<file path="src/shared/radio_cfg_regs.svh">
// Purpose: register indices, reset values, fields and codes of the loader
// Assumes: byte address on the bus is four times the register index
// Notes: definitions only
`ifndef RADIO_CFG_REGS_SVH
`define RADIO_CFG_REGS_SVH
`define IDX_TX_PREAMBLE_LENGTH 10'h102
`define IDX_SYNC_BYTE_LOW 10'h10c
`define IDX_SYNC_BYTE_MID 10'h10d
`define IDX_SYNC_BYTE_HIGH 10'h10e
`define IDX_SYNC_LENGTH_TOLERANCE 10'h10f
`define IDX_RADIO_CONTROLLER_MODE_SELECT 10'h13e
`define IDX_TX_FREQUENCY_DEVIATION 10'h304
`define IDX_DISCRIMINATOR_BANDWIDTH 10'h305
`define IDX_TX_MODULATION_FILTER 10'h306
`define IDX_BIT_RATE_HIGH_BYTE 10'h30e
`define IDX_BIT_RATE_LOW_BYTE 10'h30f
`define IDX_SERIAL_PORT_PIN_SETUP 10'h32c
`define IDX_PLL_SETTLE_TIME 10'h335
`define IDX_DIGITAL_IF_FILTER_SETTING 10'h389
`define IDX_POSTDEMOD_BANDWIDTH 10'h38b
`define IDX_RECEIVE_FRONT_END_SETUP 10'h39b
`define IDX_GAIN_CONTROL_LOCK 10'h3b2
`define IDX_GAIN_CONTROL_CEILING 10'h3b4
`define IDX_GAIN_CONTROL_SETTING_2 10'h3b6
`define IDX_GAIN_CONTROL_SETTING_3 10'h3b7
`define IDX_GAIN_CONTROL_SETTING_4 10'h3b8
`define IDX_GAIN_CONTROL_SETTING_6 10'h3ba
`define IDX_GAIN_CONTROL_SETTING_7 10'h3bc
`define IDX_OFFSET_LOOP_SETTING_0 10'h3bf
`define IDX_OFFSET_LOOP_SETTING_1 10'h3c4
`define IDX_OFFSET_LOOP_BANDWIDTH_0 10'h3d2
`define IDX_OFFSET_LOOP_BANDWIDTH_1 10'h3d3
`define IDX_OFFSET_LOOP_BANDWIDTH_2 10'h3d4
`define IDX_OFFSET_LOOP_BANDWIDTH_3 10'h3d5
`define IDX_OFFSET_LOOP_BANDWIDTH_4 10'h3d6
`define IDX_OFFSET_LOOP_BANDWIDTH_SELECT 10'h3d7
`define IDX_OFFSET_LOOP_BANDWIDTH_13 10'h3e0
`define IDX_PREAMBLE_CHECK_COUNT 10'h3f3
`define IDX_FREQ_CORRECTION_SETUP 10'h3f7
`define IDX_FREQ_CORRECTION_GAINS 10'h3f8
`define IDX_FREQ_CORRECTION_PULL_RANGE 10'h3f9
`define IDX_LOADER_STATUS 10'h3fe
`define IDX_RADIO_CONTROLLER_RESET_COMMAND 10'h3ff
`define RST_RECEIVE_FRONT_END_SETUP 8'h10
`define RST_PREAMBLE_CHECK_COUNT 8'h05
`define RST_OTHER 8'h00
`define MODE_FSK_PACKET 8'h04
`define MODE_FSK_STREAM 8'h03
`define FREQ_CORRECTION_ON 8'h07
`define RESET_COMMAND_CODE 8'h01
`define PREAMBLE_EXTRA_BYTES 9'h002
`define RATE_UNIT_BPS 8'h64
`define LNA_SEL_LSB 4
`define LNA_SEL_MSB 6
`define BB_BW_MSB 3
`define SYNC_TOL_LSB 5
`define SYNC_TOL_MSB 6
`define SYNC_LEN_MSB 4
`define SYNC_MAX_BITS 5'h18
`define STAT_FAMILY_ERR_BIT 0
`define STAT_FSK_FAMILY_BIT 1
`define STAT_RESET_SEEN_BIT 2
`endif

</file>
<file path="src/shared/radio_cfg_pkg.sv">
// Purpose: types shared by the configuration loader
// Assumes: nothing
// Notes: decoded settings travel as one packed struct
package radio_cfg_pkg;
  typedef struct packed {
    logic fsk_packet_mode;
    logic bit_stream_serial_port;
    logic fsk_family;
    logic [8:0] tx_preamble_total;
    logic [23:0] sync_word;
    logic [4:0] sync_length;
    logic [1:0] sync_tolerance;
    logic freq_correction_enable;
    logic [7:0] freq_correction_gains;
    logic [7:0] freq_correction_pull_range;
    logic [2:0] lna_select;
    logic [3:0] analog_baseband_bandwidth;
    logic [23:0] bit_rate_bps;
  } cfg_s;
  typedef enum logic [1:0] {
    FAM_UNSET = 2'b00,
    FAM_FSK = 2'b01,
    FAM_STD = 2'b10
  } family_e;
endpackage

</file>
<file path="src/rtl/radio_mode_config_loader.sv">
// Purpose: register file and decoder for the transceiver mode settings
// Assumes: Avalon-MM slave, byte addresses, register index = address / 4
// Notes: each register is 8 bits in the low lane, upper bits read as zero

`include "radio_cfg_regs.svh"

module radio_mode_config_loader
  import radio_cfg_pkg::*;
#(
  parameter int NREG = 36
) (
  input wire logic CORE_CLK,
  input wire logic RST,
  input wire logic [11:0] AVS_ADDRESS,
  input wire logic AVS_READ,
  input wire logic AVS_WRITE,
  input wire logic [31:0] AVS_WRITEDATA,
  input wire logic [3:0] AVS_BYTEENABLE,
  output logic [31:0] AVS_READDATA,
  output logic AVS_WAITREQUEST,
  output cfg_s CFG,
  output logic RADIO_CONTROLLER_RESET_COMMAND_PULSE
);

  logic [7:0] regs_q [0:NREG-1];
  logic ack_q;
  logic [31:0] rdata_q;
  logic [9:0] idx;
  logic [5:0] slot;
  logic req;
  logic wr_fire;
  logic wr_lane;
  logic fam_err_q;
  logic reset_seen_q;
  logic rc_pulse_q;
  family_e fam_q;
  family_e new_fam;
  cfg_s cfg_d;
  cfg_s cfg_q;
  logic [23:0] sync_mask;
  logic [15:0] rate_word;
  logic [7:0] status_v;
  logic mapped;
  logic rd_take;
  logic wr_mode;
  logic wr_status;
  logic wr_cmd;

  logic [7:0] preamble_len_v;
  logic [7:0] sync_low_v;
  logic [7:0] sync_mid_v;
  logic [7:0] sync_high_v;
  logic [7:0] sync_cfg_v;
  logic [4:0] sync_len_v;
  logic [7:0] mode_sel_v;
  logic [7:0] rate_high_v;
  logic [7:0] rate_low_v;
  logic [7:0] rx_front_v;
  logic [7:0] afc_setup_v;
  logic [7:0] afc_gain_v;
  logic [7:0] afc_range_v;

  function automatic logic [5:0] slot_of(input logic [9:0] a);
    case (a)
      `IDX_TX_PREAMBLE_LENGTH: slot_of = 6'h00;

      `IDX_SYNC_BYTE_LOW: slot_of = 6'h01;
      `IDX_SYNC_BYTE_MID: slot_of = 6'h02;
      `IDX_SYNC_BYTE_HIGH: slot_of = 6'h03;
      `IDX_SYNC_LENGTH_TOLERANCE: slot_of = 6'h04;

      `IDX_RADIO_CONTROLLER_MODE_SELECT: slot_of = 6'h05;

      `IDX_TX_FREQUENCY_DEVIATION: slot_of = 6'h06;
      `IDX_DISCRIMINATOR_BANDWIDTH: slot_of = 6'h07;
      `IDX_TX_MODULATION_FILTER: slot_of = 6'h08;

      `IDX_BIT_RATE_HIGH_BYTE: slot_of = 6'h09;
      `IDX_BIT_RATE_LOW_BYTE: slot_of = 6'h0a;

      `IDX_SERIAL_PORT_PIN_SETUP: slot_of = 6'h0b;
      `IDX_PLL_SETTLE_TIME: slot_of = 6'h0c;

      `IDX_DIGITAL_IF_FILTER_SETTING: slot_of = 6'h0d;
      `IDX_POSTDEMOD_BANDWIDTH: slot_of = 6'h0e;
      `IDX_RECEIVE_FRONT_END_SETUP: slot_of = 6'h0f;

      `IDX_GAIN_CONTROL_LOCK: slot_of = 6'h10;
      `IDX_GAIN_CONTROL_CEILING: slot_of = 6'h11;
      `IDX_GAIN_CONTROL_SETTING_2: slot_of = 6'h12;
      `IDX_GAIN_CONTROL_SETTING_3: slot_of = 6'h13;
      `IDX_GAIN_CONTROL_SETTING_4: slot_of = 6'h14;
      `IDX_GAIN_CONTROL_SETTING_6: slot_of = 6'h15;
      `IDX_GAIN_CONTROL_SETTING_7: slot_of = 6'h16;

      `IDX_OFFSET_LOOP_SETTING_0: slot_of = 6'h17;
      `IDX_OFFSET_LOOP_SETTING_1: slot_of = 6'h18;
      `IDX_OFFSET_LOOP_BANDWIDTH_0: slot_of = 6'h19;
      `IDX_OFFSET_LOOP_BANDWIDTH_1: slot_of = 6'h1a;
      `IDX_OFFSET_LOOP_BANDWIDTH_2: slot_of = 6'h1b;
      `IDX_OFFSET_LOOP_BANDWIDTH_3: slot_of = 6'h1c;
      `IDX_OFFSET_LOOP_BANDWIDTH_4: slot_of = 6'h1d;
      `IDX_OFFSET_LOOP_BANDWIDTH_SELECT: slot_of = 6'h1e;
      `IDX_OFFSET_LOOP_BANDWIDTH_13: slot_of = 6'h1f;

      `IDX_PREAMBLE_CHECK_COUNT: slot_of = 6'h20;
      `IDX_FREQ_CORRECTION_SETUP: slot_of = 6'h21;
      `IDX_FREQ_CORRECTION_GAINS: slot_of = 6'h22;
      `IDX_FREQ_CORRECTION_PULL_RANGE: slot_of = 6'h23;

      default: slot_of = 6'h3f;
    endcase
  endfunction

  function automatic logic [7:0] reset_of(input logic [5:0] s);
    case (s)
      slot_of(`IDX_TX_PREAMBLE_LENGTH): reset_of = `RST_OTHER;

      slot_of(`IDX_SYNC_BYTE_LOW): reset_of = `RST_OTHER;
      slot_of(`IDX_SYNC_BYTE_MID): reset_of = `RST_OTHER;
      slot_of(`IDX_SYNC_BYTE_HIGH): reset_of = `RST_OTHER;
      slot_of(`IDX_SYNC_LENGTH_TOLERANCE): reset_of = `RST_OTHER;

      slot_of(`IDX_RADIO_CONTROLLER_MODE_SELECT): reset_of = `RST_OTHER;

      slot_of(`IDX_TX_FREQUENCY_DEVIATION): reset_of = `RST_OTHER;
      slot_of(`IDX_DISCRIMINATOR_BANDWIDTH): reset_of = `RST_OTHER;
      slot_of(`IDX_TX_MODULATION_FILTER): reset_of = `RST_OTHER;

      slot_of(`IDX_BIT_RATE_HIGH_BYTE): reset_of = `RST_OTHER;
      slot_of(`IDX_BIT_RATE_LOW_BYTE): reset_of = `RST_OTHER;

      slot_of(`IDX_SERIAL_PORT_PIN_SETUP): reset_of = `RST_OTHER;
      slot_of(`IDX_PLL_SETTLE_TIME): reset_of = `RST_OTHER;
      slot_of(`IDX_DIGITAL_IF_FILTER_SETTING): reset_of = `RST_OTHER;
      slot_of(`IDX_POSTDEMOD_BANDWIDTH): reset_of = `RST_OTHER;

      slot_of(`IDX_RECEIVE_FRONT_END_SETUP):
        reset_of = `RST_RECEIVE_FRONT_END_SETUP;

      slot_of(`IDX_GAIN_CONTROL_LOCK): reset_of = `RST_OTHER;
      slot_of(`IDX_GAIN_CONTROL_CEILING): reset_of = `RST_OTHER;
      slot_of(`IDX_GAIN_CONTROL_SETTING_2): reset_of = `RST_OTHER;
      slot_of(`IDX_GAIN_CONTROL_SETTING_3): reset_of = `RST_OTHER;
      slot_of(`IDX_GAIN_CONTROL_SETTING_4): reset_of = `RST_OTHER;
      slot_of(`IDX_GAIN_CONTROL_SETTING_6): reset_of = `RST_OTHER;
      slot_of(`IDX_GAIN_CONTROL_SETTING_7): reset_of = `RST_OTHER;

      slot_of(`IDX_OFFSET_LOOP_SETTING_0): reset_of = `RST_OTHER;
      slot_of(`IDX_OFFSET_LOOP_SETTING_1): reset_of = `RST_OTHER;
      slot_of(`IDX_OFFSET_LOOP_BANDWIDTH_0): reset_of = `RST_OTHER;
      slot_of(`IDX_OFFSET_LOOP_BANDWIDTH_1): reset_of = `RST_OTHER;
      slot_of(`IDX_OFFSET_LOOP_BANDWIDTH_2): reset_of = `RST_OTHER;
      slot_of(`IDX_OFFSET_LOOP_BANDWIDTH_3): reset_of = `RST_OTHER;
      slot_of(`IDX_OFFSET_LOOP_BANDWIDTH_4): reset_of = `RST_OTHER;
      slot_of(`IDX_OFFSET_LOOP_BANDWIDTH_SELECT): reset_of = `RST_OTHER;
      slot_of(`IDX_OFFSET_LOOP_BANDWIDTH_13): reset_of = `RST_OTHER;

      slot_of(`IDX_PREAMBLE_CHECK_COUNT): reset_of = `RST_PREAMBLE_CHECK_COUNT;

      slot_of(`IDX_FREQ_CORRECTION_SETUP): reset_of = `RST_OTHER;
      slot_of(`IDX_FREQ_CORRECTION_GAINS): reset_of = `RST_OTHER;
      slot_of(`IDX_FREQ_CORRECTION_PULL_RANGE): reset_of = `RST_OTHER;
      default: reset_of = `RST_OTHER;
    endcase
  endfunction

  function automatic family_e family_of(input logic [7:0] m);
    if (m == `MODE_FSK_PACKET || m == `MODE_FSK_STREAM) begin
      family_of = FAM_FSK;
    end else begin
      family_of = FAM_STD;
    end
  endfunction

  assign idx = AVS_ADDRESS[11:2];
  assign slot = slot_of(idx);
  assign req = AVS_READ | AVS_WRITE;
  assign wr_lane = AVS_WRITE & AVS_BYTEENABLE[0];
  assign wr_fire = wr_lane & ack_q;
  assign new_fam = family_of(AVS_WRITEDATA[7:0]);
  assign mapped = slot < NREG[5:0];
  assign rd_take = AVS_READ & ~ack_q;
  assign wr_mode = wr_fire && idx == `IDX_RADIO_CONTROLLER_MODE_SELECT;
  assign wr_status = wr_fire && idx == `IDX_LOADER_STATUS;
  assign wr_cmd = wr_fire && idx == `IDX_RADIO_CONTROLLER_RESET_COMMAND;

  // named views of the stored registers
  assign preamble_len_v = regs_q[slot_of(`IDX_TX_PREAMBLE_LENGTH)];
  assign sync_low_v = regs_q[slot_of(`IDX_SYNC_BYTE_LOW)];
  assign sync_mid_v = regs_q[slot_of(`IDX_SYNC_BYTE_MID)];
  assign sync_high_v = regs_q[slot_of(`IDX_SYNC_BYTE_HIGH)];
  assign sync_cfg_v = regs_q[slot_of(`IDX_SYNC_LENGTH_TOLERANCE)];
  assign sync_len_v = sync_cfg_v[`SYNC_LEN_MSB:0];

  assign mode_sel_v = regs_q[slot_of(`IDX_RADIO_CONTROLLER_MODE_SELECT)];
  assign rate_high_v = regs_q[slot_of(`IDX_BIT_RATE_HIGH_BYTE)];
  assign rate_low_v = regs_q[slot_of(`IDX_BIT_RATE_LOW_BYTE)];
  assign rx_front_v = regs_q[slot_of(`IDX_RECEIVE_FRONT_END_SETUP)];

  assign afc_setup_v = regs_q[slot_of(`IDX_FREQ_CORRECTION_SETUP)];
  assign afc_gain_v = regs_q[slot_of(`IDX_FREQ_CORRECTION_GAINS)];
  assign afc_range_v = regs_q[slot_of(`IDX_FREQ_CORRECTION_PULL_RANGE)];

  // one wait cycle, then the answer
  assign AVS_WAITREQUEST = req & ~ack_q;
  assign AVS_READDATA = rdata_q;

  always_ff @(posedge CORE_CLK) begin
    if (RST) begin
      ack_q <= 1'b0;
    end else begin
      ack_q <= req & ~ack_q;
    end
  end

  // status word of the loader
  always_comb begin
    status_v = `RST_OTHER;
    status_v[`STAT_FAMILY_ERR_BIT] = fam_err_q;
    status_v[`STAT_FSK_FAMILY_BIT] = (fam_q == FAM_FSK);
    status_v[`STAT_RESET_SEEN_BIT] = reset_seen_q;
  end

  // read data captured in the wait cycle, stands at the answering edge
  always_ff @(posedge CORE_CLK) begin
    if (RST) begin
      rdata_q <= 32'h0000_0000;
    end else if (rd_take) begin
      rdata_q <= 32'h0000_0000;
      if (mapped) begin
        rdata_q[7:0] <= regs_q[slot];
      end else if (idx == `IDX_LOADER_STATUS) begin
        rdata_q[7:0] <= status_v;
      end
    end
  end

  // register file, written at the answering edge only
  always_ff @(posedge CORE_CLK) begin
    if (RST) begin
      for (int i = 0; i < NREG; i++) begin
        regs_q[i] <= reset_of(6'(i));
      end
    end else if (wr_fire && mapped) begin
      regs_q[slot] <= AVS_WRITEDATA[7:0];
    end
  end

  // controller reset command pulse
  always_ff @(posedge CORE_CLK) begin
    if (RST) begin
      rc_pulse_q <= 1'b0;
    end else begin
      rc_pulse_q <= wr_cmd &&
                    AVS_WRITEDATA[7:0] == `RESET_COMMAND_CODE;
    end
  end
  assign RADIO_CONTROLLER_RESET_COMMAND_PULSE = rc_pulse_q;

  // family tracking: a change of family needs a reset command first
  always_ff @(posedge CORE_CLK) begin
    if (RST) begin
      fam_q <= FAM_UNSET;
      reset_seen_q <= 1'b0;
    end else if (rc_pulse_q) begin
      reset_seen_q <= 1'b1;
    end else if (wr_mode) begin
      fam_q <= new_fam;
      reset_seen_q <= 1'b0;
    end
  end

  // sticky error; a new error wins over a clear in the same cycle
  always_ff @(posedge CORE_CLK) begin
    if (RST) begin
      fam_err_q <= 1'b0;
    end else if (wr_mode && fam_q != FAM_UNSET && new_fam != fam_q &&
                 !reset_seen_q) begin
      fam_err_q <= 1'b1;
    end else if (wr_status && AVS_WRITEDATA[`STAT_FAMILY_ERR_BIT]) begin
      fam_err_q <= 1'b0;
    end
  end

  // sync mask from the programmed length
  always_comb begin
    if (sync_len_v >= `SYNC_MAX_BITS) begin
      sync_mask = 24'hff_ffff;
    end else begin
      sync_mask = 24'((25'h000_0001 << sync_len_v) - 25'h000_0001);
    end
  end

  assign rate_word = {rate_high_v, rate_low_v};

  // decode of the stored settings
  always_comb begin
    cfg_d = '0;
    cfg_d.fsk_packet_mode = (mode_sel_v == `MODE_FSK_PACKET);
    cfg_d.bit_stream_serial_port = (mode_sel_v == `MODE_FSK_STREAM);
    cfg_d.fsk_family = (fam_q == FAM_FSK);

    cfg_d.tx_preamble_total = {1'b0, preamble_len_v}
                              + `PREAMBLE_EXTRA_BYTES;

    cfg_d.sync_word = {sync_high_v, sync_mid_v, sync_low_v}
                      & sync_mask;
    cfg_d.sync_length = sync_len_v;
    cfg_d.sync_tolerance = sync_cfg_v[`SYNC_TOL_MSB:`SYNC_TOL_LSB];

    cfg_d.freq_correction_enable =
      (afc_setup_v == `FREQ_CORRECTION_ON);
    cfg_d.freq_correction_gains = afc_gain_v;
    cfg_d.freq_correction_pull_range = afc_range_v;

    cfg_d.lna_select = rx_front_v[`LNA_SEL_MSB:`LNA_SEL_LSB];
    cfg_d.analog_baseband_bandwidth = rx_front_v[`BB_BW_MSB:0];
    // product kept at full output width so fast rates do not wrap
    cfg_d.bit_rate_bps = 24'(rate_word) * 24'(`RATE_UNIT_BPS);
  end

  always_ff @(posedge CORE_CLK) begin
    if (RST) begin
      cfg_q <= '0;
    end else begin
      cfg_q <= cfg_d;
    end
  end
  assign CFG = cfg_q;

endmodule // radio_mode_config_loader

</file>
<file path="config.mk">
export PLATFORM = sky130hd
export DESIGN_NAME = radio_mode_config_loader
export DESIGN_NICKNAME = d
export VERILOG_FILES = /design/src/shared/radio_cfg_pkg.sv /design/src/rtl/radio_mode_config_loader.sv
export VERILOG_INCLUDE_DIRS = /design/src /design/src/shared
export SDC_FILE = /design/constraint.sdc
export NUM_CORES = 1
export LEC_CHECK = 0
export BUFFER_PORTS_ARGS = -buffer_cell sky130_fd_sc_hd__clkbuf_2
export CAP_MARGIN = 5
export CORE_ASPECT_RATIO = 1.1
export CORE_MARGIN = 4
export CORE_UTILIZATION = 45
export DETAILED_ROUTE_END_ITERATION = 7
export HOLD_SLACK_MARGIN = 0.03
export PLACE_DENSITY = 0.69
export SYNTH_ARGS = -nofsm -noshare
export SYNTH_HDL_FRONTEND = slang
export SYNTH_SLANG_ARGS = --single-unit
</file>
<file path="constraint.sdc">
create_clock -name CORE_CLK -period 3.65 [get_ports CORE_CLK]
set_input_delay 0.365 -clock CORE_CLK [delete_from_list [all_inputs] [get_ports CORE_CLK]]
set_output_delay 0.365 -clock CORE_CLK [all_outputs]
set_load 0.03 [all_outputs]
</file>
==> Yosys cells after proc, flatten, opt, wreduce, memory -nomap -nowiden <==
Memory sizes are Yosys's and may differ from the RTL's. A register that Yosys moved wholly into a read port is not among the register bits.
Index checks and enable logic that the tools add are counted.
{ "totals": {"out_inout_bits": 125, "memories": 1, "ramBits": 288, "reg_bits": 82, "wordCells": 113} }
{ "op_classes": {"add_sub_neg": 2, "magnitude_cmp": 2, "muxes": 20, "n_bitwise": 8, "shift": 1, "reduce_logical": 16, "eq_ne": 46, "n_mul": 1} }
{ "memory_table": {"columns": ["name", "depth", "word_bits", "rd", "rd_ports_with_merged_regs", "write_ports", "line", "rtl"], "rows": [
  ["regs_q", 36, 8, 13, 3, 36, "radio_mode_config_loader.sv:25", "logic [7:0] regs_q [0:NREG-1];"]
]} }
{ "ops": {"columns": ["operator", "n"], "rows": [
  ["== test 10 bit (second input constant)", 32],
  ["one-hot mux 6 bit (36 select lines)", 1],
  ["== test 10 x 9 -> 1 bit (second input constant)", 6],
  ["two-way mux 8 bit", 5],
  ["AND 24 bit", 1],
  ["== test 8 x 3 -> 1 bit (second input constant)", 3],
  ["two-way mux 24 bit", 1],
  ["left shift 1 x 5 -> 24 bit (first input constant)", 1],
  ["subtractor 24 x 1 -> 24 bit (second input constant)", 1],
  ["multiplier 16 x 5 -> 21 bit (second input constant)", 1],
  ["== test 8 x 2 -> 1 bit (second input constant)", 2],
  ["two-way mux 1 bit", 10],
  ["adder 8 x 2 -> 9 bit (second input constant)", 1],
  ["logical AND 1 bit", 9],
  ["== test 8 x 1 -> 1 bit (second input constant)", 1],
  ["OR reduction 8 bit", 1],
  ["less-than comparator 6 bit (second input constant)", 1],
  ["two-way mux 6 bit", 1],
  ["nonzero test 2 bit", 3],
  [">= comparator 5 bit (second input constant)", 1],
  ["AND 1 bit", 4],
  ["two-way mux 3 bit", 1],
  ["== test 2 x 1 -> 1 bit (second input constant)", 1],
  ["two-way mux 2 bit", 1],
  ["6 further kinds", 7]
]} }

==> Logic depth before layout (Yosys ltp) <==
{ "depth": {"ltp_word": 9, "ltp_mapped": 16} }

==> Least setup slack after synthesis <==
No wires, ideal clock.
{ "synth_timing": {"path_type": "register to register", "from": "memory regs_q[10][2]", "to": "register cfg_q, in the netlist CFG[21]", "synth_period_minus_slack_ns": 3.809, "path_stages_with_launch": 16, "setup_ns": 0.116, "n_path_buf": 0, "t_arrival_ns": 3.693, "required_time_ns": 3.534, "slack_ns": -0.159, "cell_sequence": "edfxtp_1 -> ha_1 -> ha_1 -> inv_1 -> fa_1 -> inv_1 -> ha_1 -> a21oi_1 -> o21bai_1 -> a211o_1 -> a31o_2 -> o41a_1 -> a211oi_1 -> nor2b_1 -> or3_1 -> and3b_1"} }
{ "synth_lines": {"columns": ["item", "line", "rtl"], "rows": [
  ["from (decl)", "radio_mode_config_loader.sv:25", null],
  ["to (signal assigned)", "radio_mode_config_loader.sv:327", "cfg_q <= cfg_d;"],
  ["to (decl)", "radio_mode_config_loader.sv:39", "cfg_s cfg_q;"]
]} }

==> qor.yml <==
floorplanning:
  die_x_um: 210
  die_h_um: 230
  io_pins: 177
  initial_utilization_pct: 45.5
  die_area_mm2: 0.0484
  core_mm2: 0.0445
  row_count: 81
worst_setup_path:
  startpoint_type: "flop"
  crit_buf_inv: 0
  timing.rr.start: "regs_q[10][1]"
  arrival_ns: 4.25
  critPathTopFamily: "compound AO/OA/AOI/OAI gates"
  slowest_delay_ns: 0.42
  cp-startpoint: "regs_q[10][1]"
  cp_cell_sequence: "ha_1 -> ha_1 -> ha_1 -> ha_1 -> a21o_1 -> a21oi_4 -> o21bai_1 -> a211o_1 -> a31o_2 -> o41a_1 -> a211oi_2 -> nor2b_1 -> or3_1 -> and3b_1"
  cp-end-kind: "flop"
  crit_fanout: 3
  cp_common_cell: "ha_1"
  required_ns: 4.09
  critPathKind: "flop to flop"
  critPathSlowestCell: "edfxtp_1"
yosys:
  syn_avg_cell_area_um2: 10.9
  yosysMostFrequentCell: "edfxtp_1"
  ys.warnings.count: 0
  synth_sequential_area_ratio_pct: 53.9
  synthTopCellsByCount: "edfxtp_1, and2_1, nor2_1"
  synth_top_area_share_pct: 43.8
  synth-edff-count: 295
  syn_inst: 1857
  synth.distinct_cells: 99
  ys.flop_type: "edfxtp_1"
  synth_area_leaders: "edfxtp_1, dfxtp_1, and2_1, ha_1, mux2i_1"
  synth_largest_area_cell: "edfxtp_1"
  synthArstFlopShare_pct: 0
  ys_ff_latch: 397
  synth_area_mm2: 0.0202
flow_run:
  drv_cap: 0
clock_network:
  clkLatencyLatePin_ns: 0.55
  htreeDepth: 2
  cts_buffers: 42
  postCtsHoldBufs: 0
  cts_tree: "yes"
  clk_path_buf_depth: 3
  numClockSinks: 397
  cts.clk_slew.worst_paths_ns: 0.06
  root_buffer: "clkbuf_16"
finish:
  syn_to_final_growth_pct: 23.4
  register_area_mm2: 0.0109
  final_nets: 2334
  multi_input_area_mm2: 0.00863
  drive_gt1_share_pct: 27.0
  stdcell_count: 2828
  fillers: 3796
  diodes: 0
placed_design:
  portBuffers: 120
  gp_congestion: 1.04
  place_inst: 2734
  pre_cts_ws_ns: -0.295
  dp_hpwl_um: 46000
power_and_ir_drop:
  max-vdd-ir-drop_v: 0.000297
  p_per_area_mw_per_mm2: 426
  p_leak_nw: 10.4
sta:
  skew_ns: 0.0214
  slew_headroom_pct: 44.8
  fmax_mhz: 263
  period_minus_slack_ns: 3.80
  setup_viol_count_final: 4
  setup_tns_ns: -0.403
  min_period_over_period_pct: 104
  rsz0062_at_grt: "true"
  timing.final.ws_setup_ns: -0.154
  hold_viol: 0
  slew_viol_final: 0
  tightest_slew_ns: 0.827
detailed_routing:
  first_iter_violations: 1652
  wirelength_um: 64500
  wl_per_cell_um: 22.8
  vias: 16000
  dr.pass1.iters: 5
  viasPerCell: 5.68
  drc_errors: 0
  drtAntennaViolNets: 0
status:
  outcome: "complete, but fails checks"
  failed_checks: "negative setup slack"
global_route:
  antenna_found_initial: 0
  grt_max_degree: 71
  grt_pass1_vias: 15800
  grt.total_usage_pct: 25.8
  overflow: 0
  grt_pass1_wl_um: 96100
min_path:
  holdCritPathClass: "input pin to flop"
  hp-start: "AVS_BYTEENABLE[0]"
-- final timing paths --
check	end	slack, ns	cells after the start
max	CFG[21]	-0.15	14
min	RADIO_CONTROLLER_RESET_COMMAND_PULSE	0.17	3
max reg2reg	CFG[21]	-0.15	14
min reg2reg	CFG[47]	0.47	1
-- what timing repair did --
action                                  in CTS  in global routing
hold endpoints to repair                     0                  0
buffers inserted                            18                  3
pin swaps                                    9                 16
resized for setup                           12                 15
endpoints found under the setup margin       4                  6
-- tightest hold or removal path, delay by kind of cell --
| family | cells | cell delay (ns) |
|---|---|---|
| simple gates | 2 | 0.19 |
| buf+inv | 1 | 0.12 |
-- final cells by class --
class	instances	area share, %
clock buffer	67	5.27
clock inverter	8	0.321
inverter	61	0.917
multi-input combinational	1284	34.6
sequential	397	43.6
tap	581	2.91
timing repair buffer	430	12.4
-- report_power, final --
part	leakage (nW)	internal, mW	switching (mW)	total, mW
registers	3.88	5.00	0.0822	5.08
clock network	0.685	2.55	1.74	4.29
logic	5.85	0.465	0.795	1.26
total	10.4	8.01	2.62	10.6
-- cell usage in the layout, fill, tap and decap left out, drive strengths merged, types with 53 or more instances in the layout --
cell and instances:
buf 311, edfxtp 295, and2 293, clkbuf 186, nor2 141, nand2 134, dfxtp 102, inv 63
ha 55, a21oi 54, mux2i 53
-- per-stage QoR --
stage                     cell area, um^2  hold slack [ns]  total power [mW]  util, %
after floorplan                     20400            0.415              5.87        -
after global placement              23300            0.463              6.32     52.3
after detailed placement            23300            0.469              6.34     52.3
after CTS                           24900            0.147              10.6     55.9
after global routing                25000            0.191              11.0     56.1
final                               25000            0.170              10.6     56.1
-- cells by family after synthesis --
family                   count (synthesis)  synth area share [%]
buffers and inverters                  209                  4.90
AO/OA/AOI/OAI                          280                  9.99
flip-flops                             397                  53.9
multiplexers                            63                  3.18
AND/OR/NAND/NOR                        821                  22.7
XOR/XNOR                                20                 0.866
adder cells (fa/ha/maj)                 66                  4.49
other                                    1                0.0185
-- flip-flops by register name, indices dropped and copies added (netlist names) --
name                                  flops
RADIO_CONTROLLER_RESET_COMMAND_PULSE      1
fam_q                                     2
ack_q                                     1
fam_err_q                                 1
regs_q                                  295
AVS_READDATA                              8
reset_seen_q                              1
CFG                                      88
-- metal layers --
layer | up-vias | wire [um] | share of wire [%] | global-route usage, %
met5 | - | 0 | 0 | 0
met4 | 0 | 2860 | 4.4 | 10.1
met3 | 180 | 5500 | 8.5 | 3.83
met2 | 809 | 30100 | 47 | 41.9
met1 | 7779 | 26000 | 40 | 35.0
li1 | 7281 | - | - | -
Power figures use the tool's default switching activity.
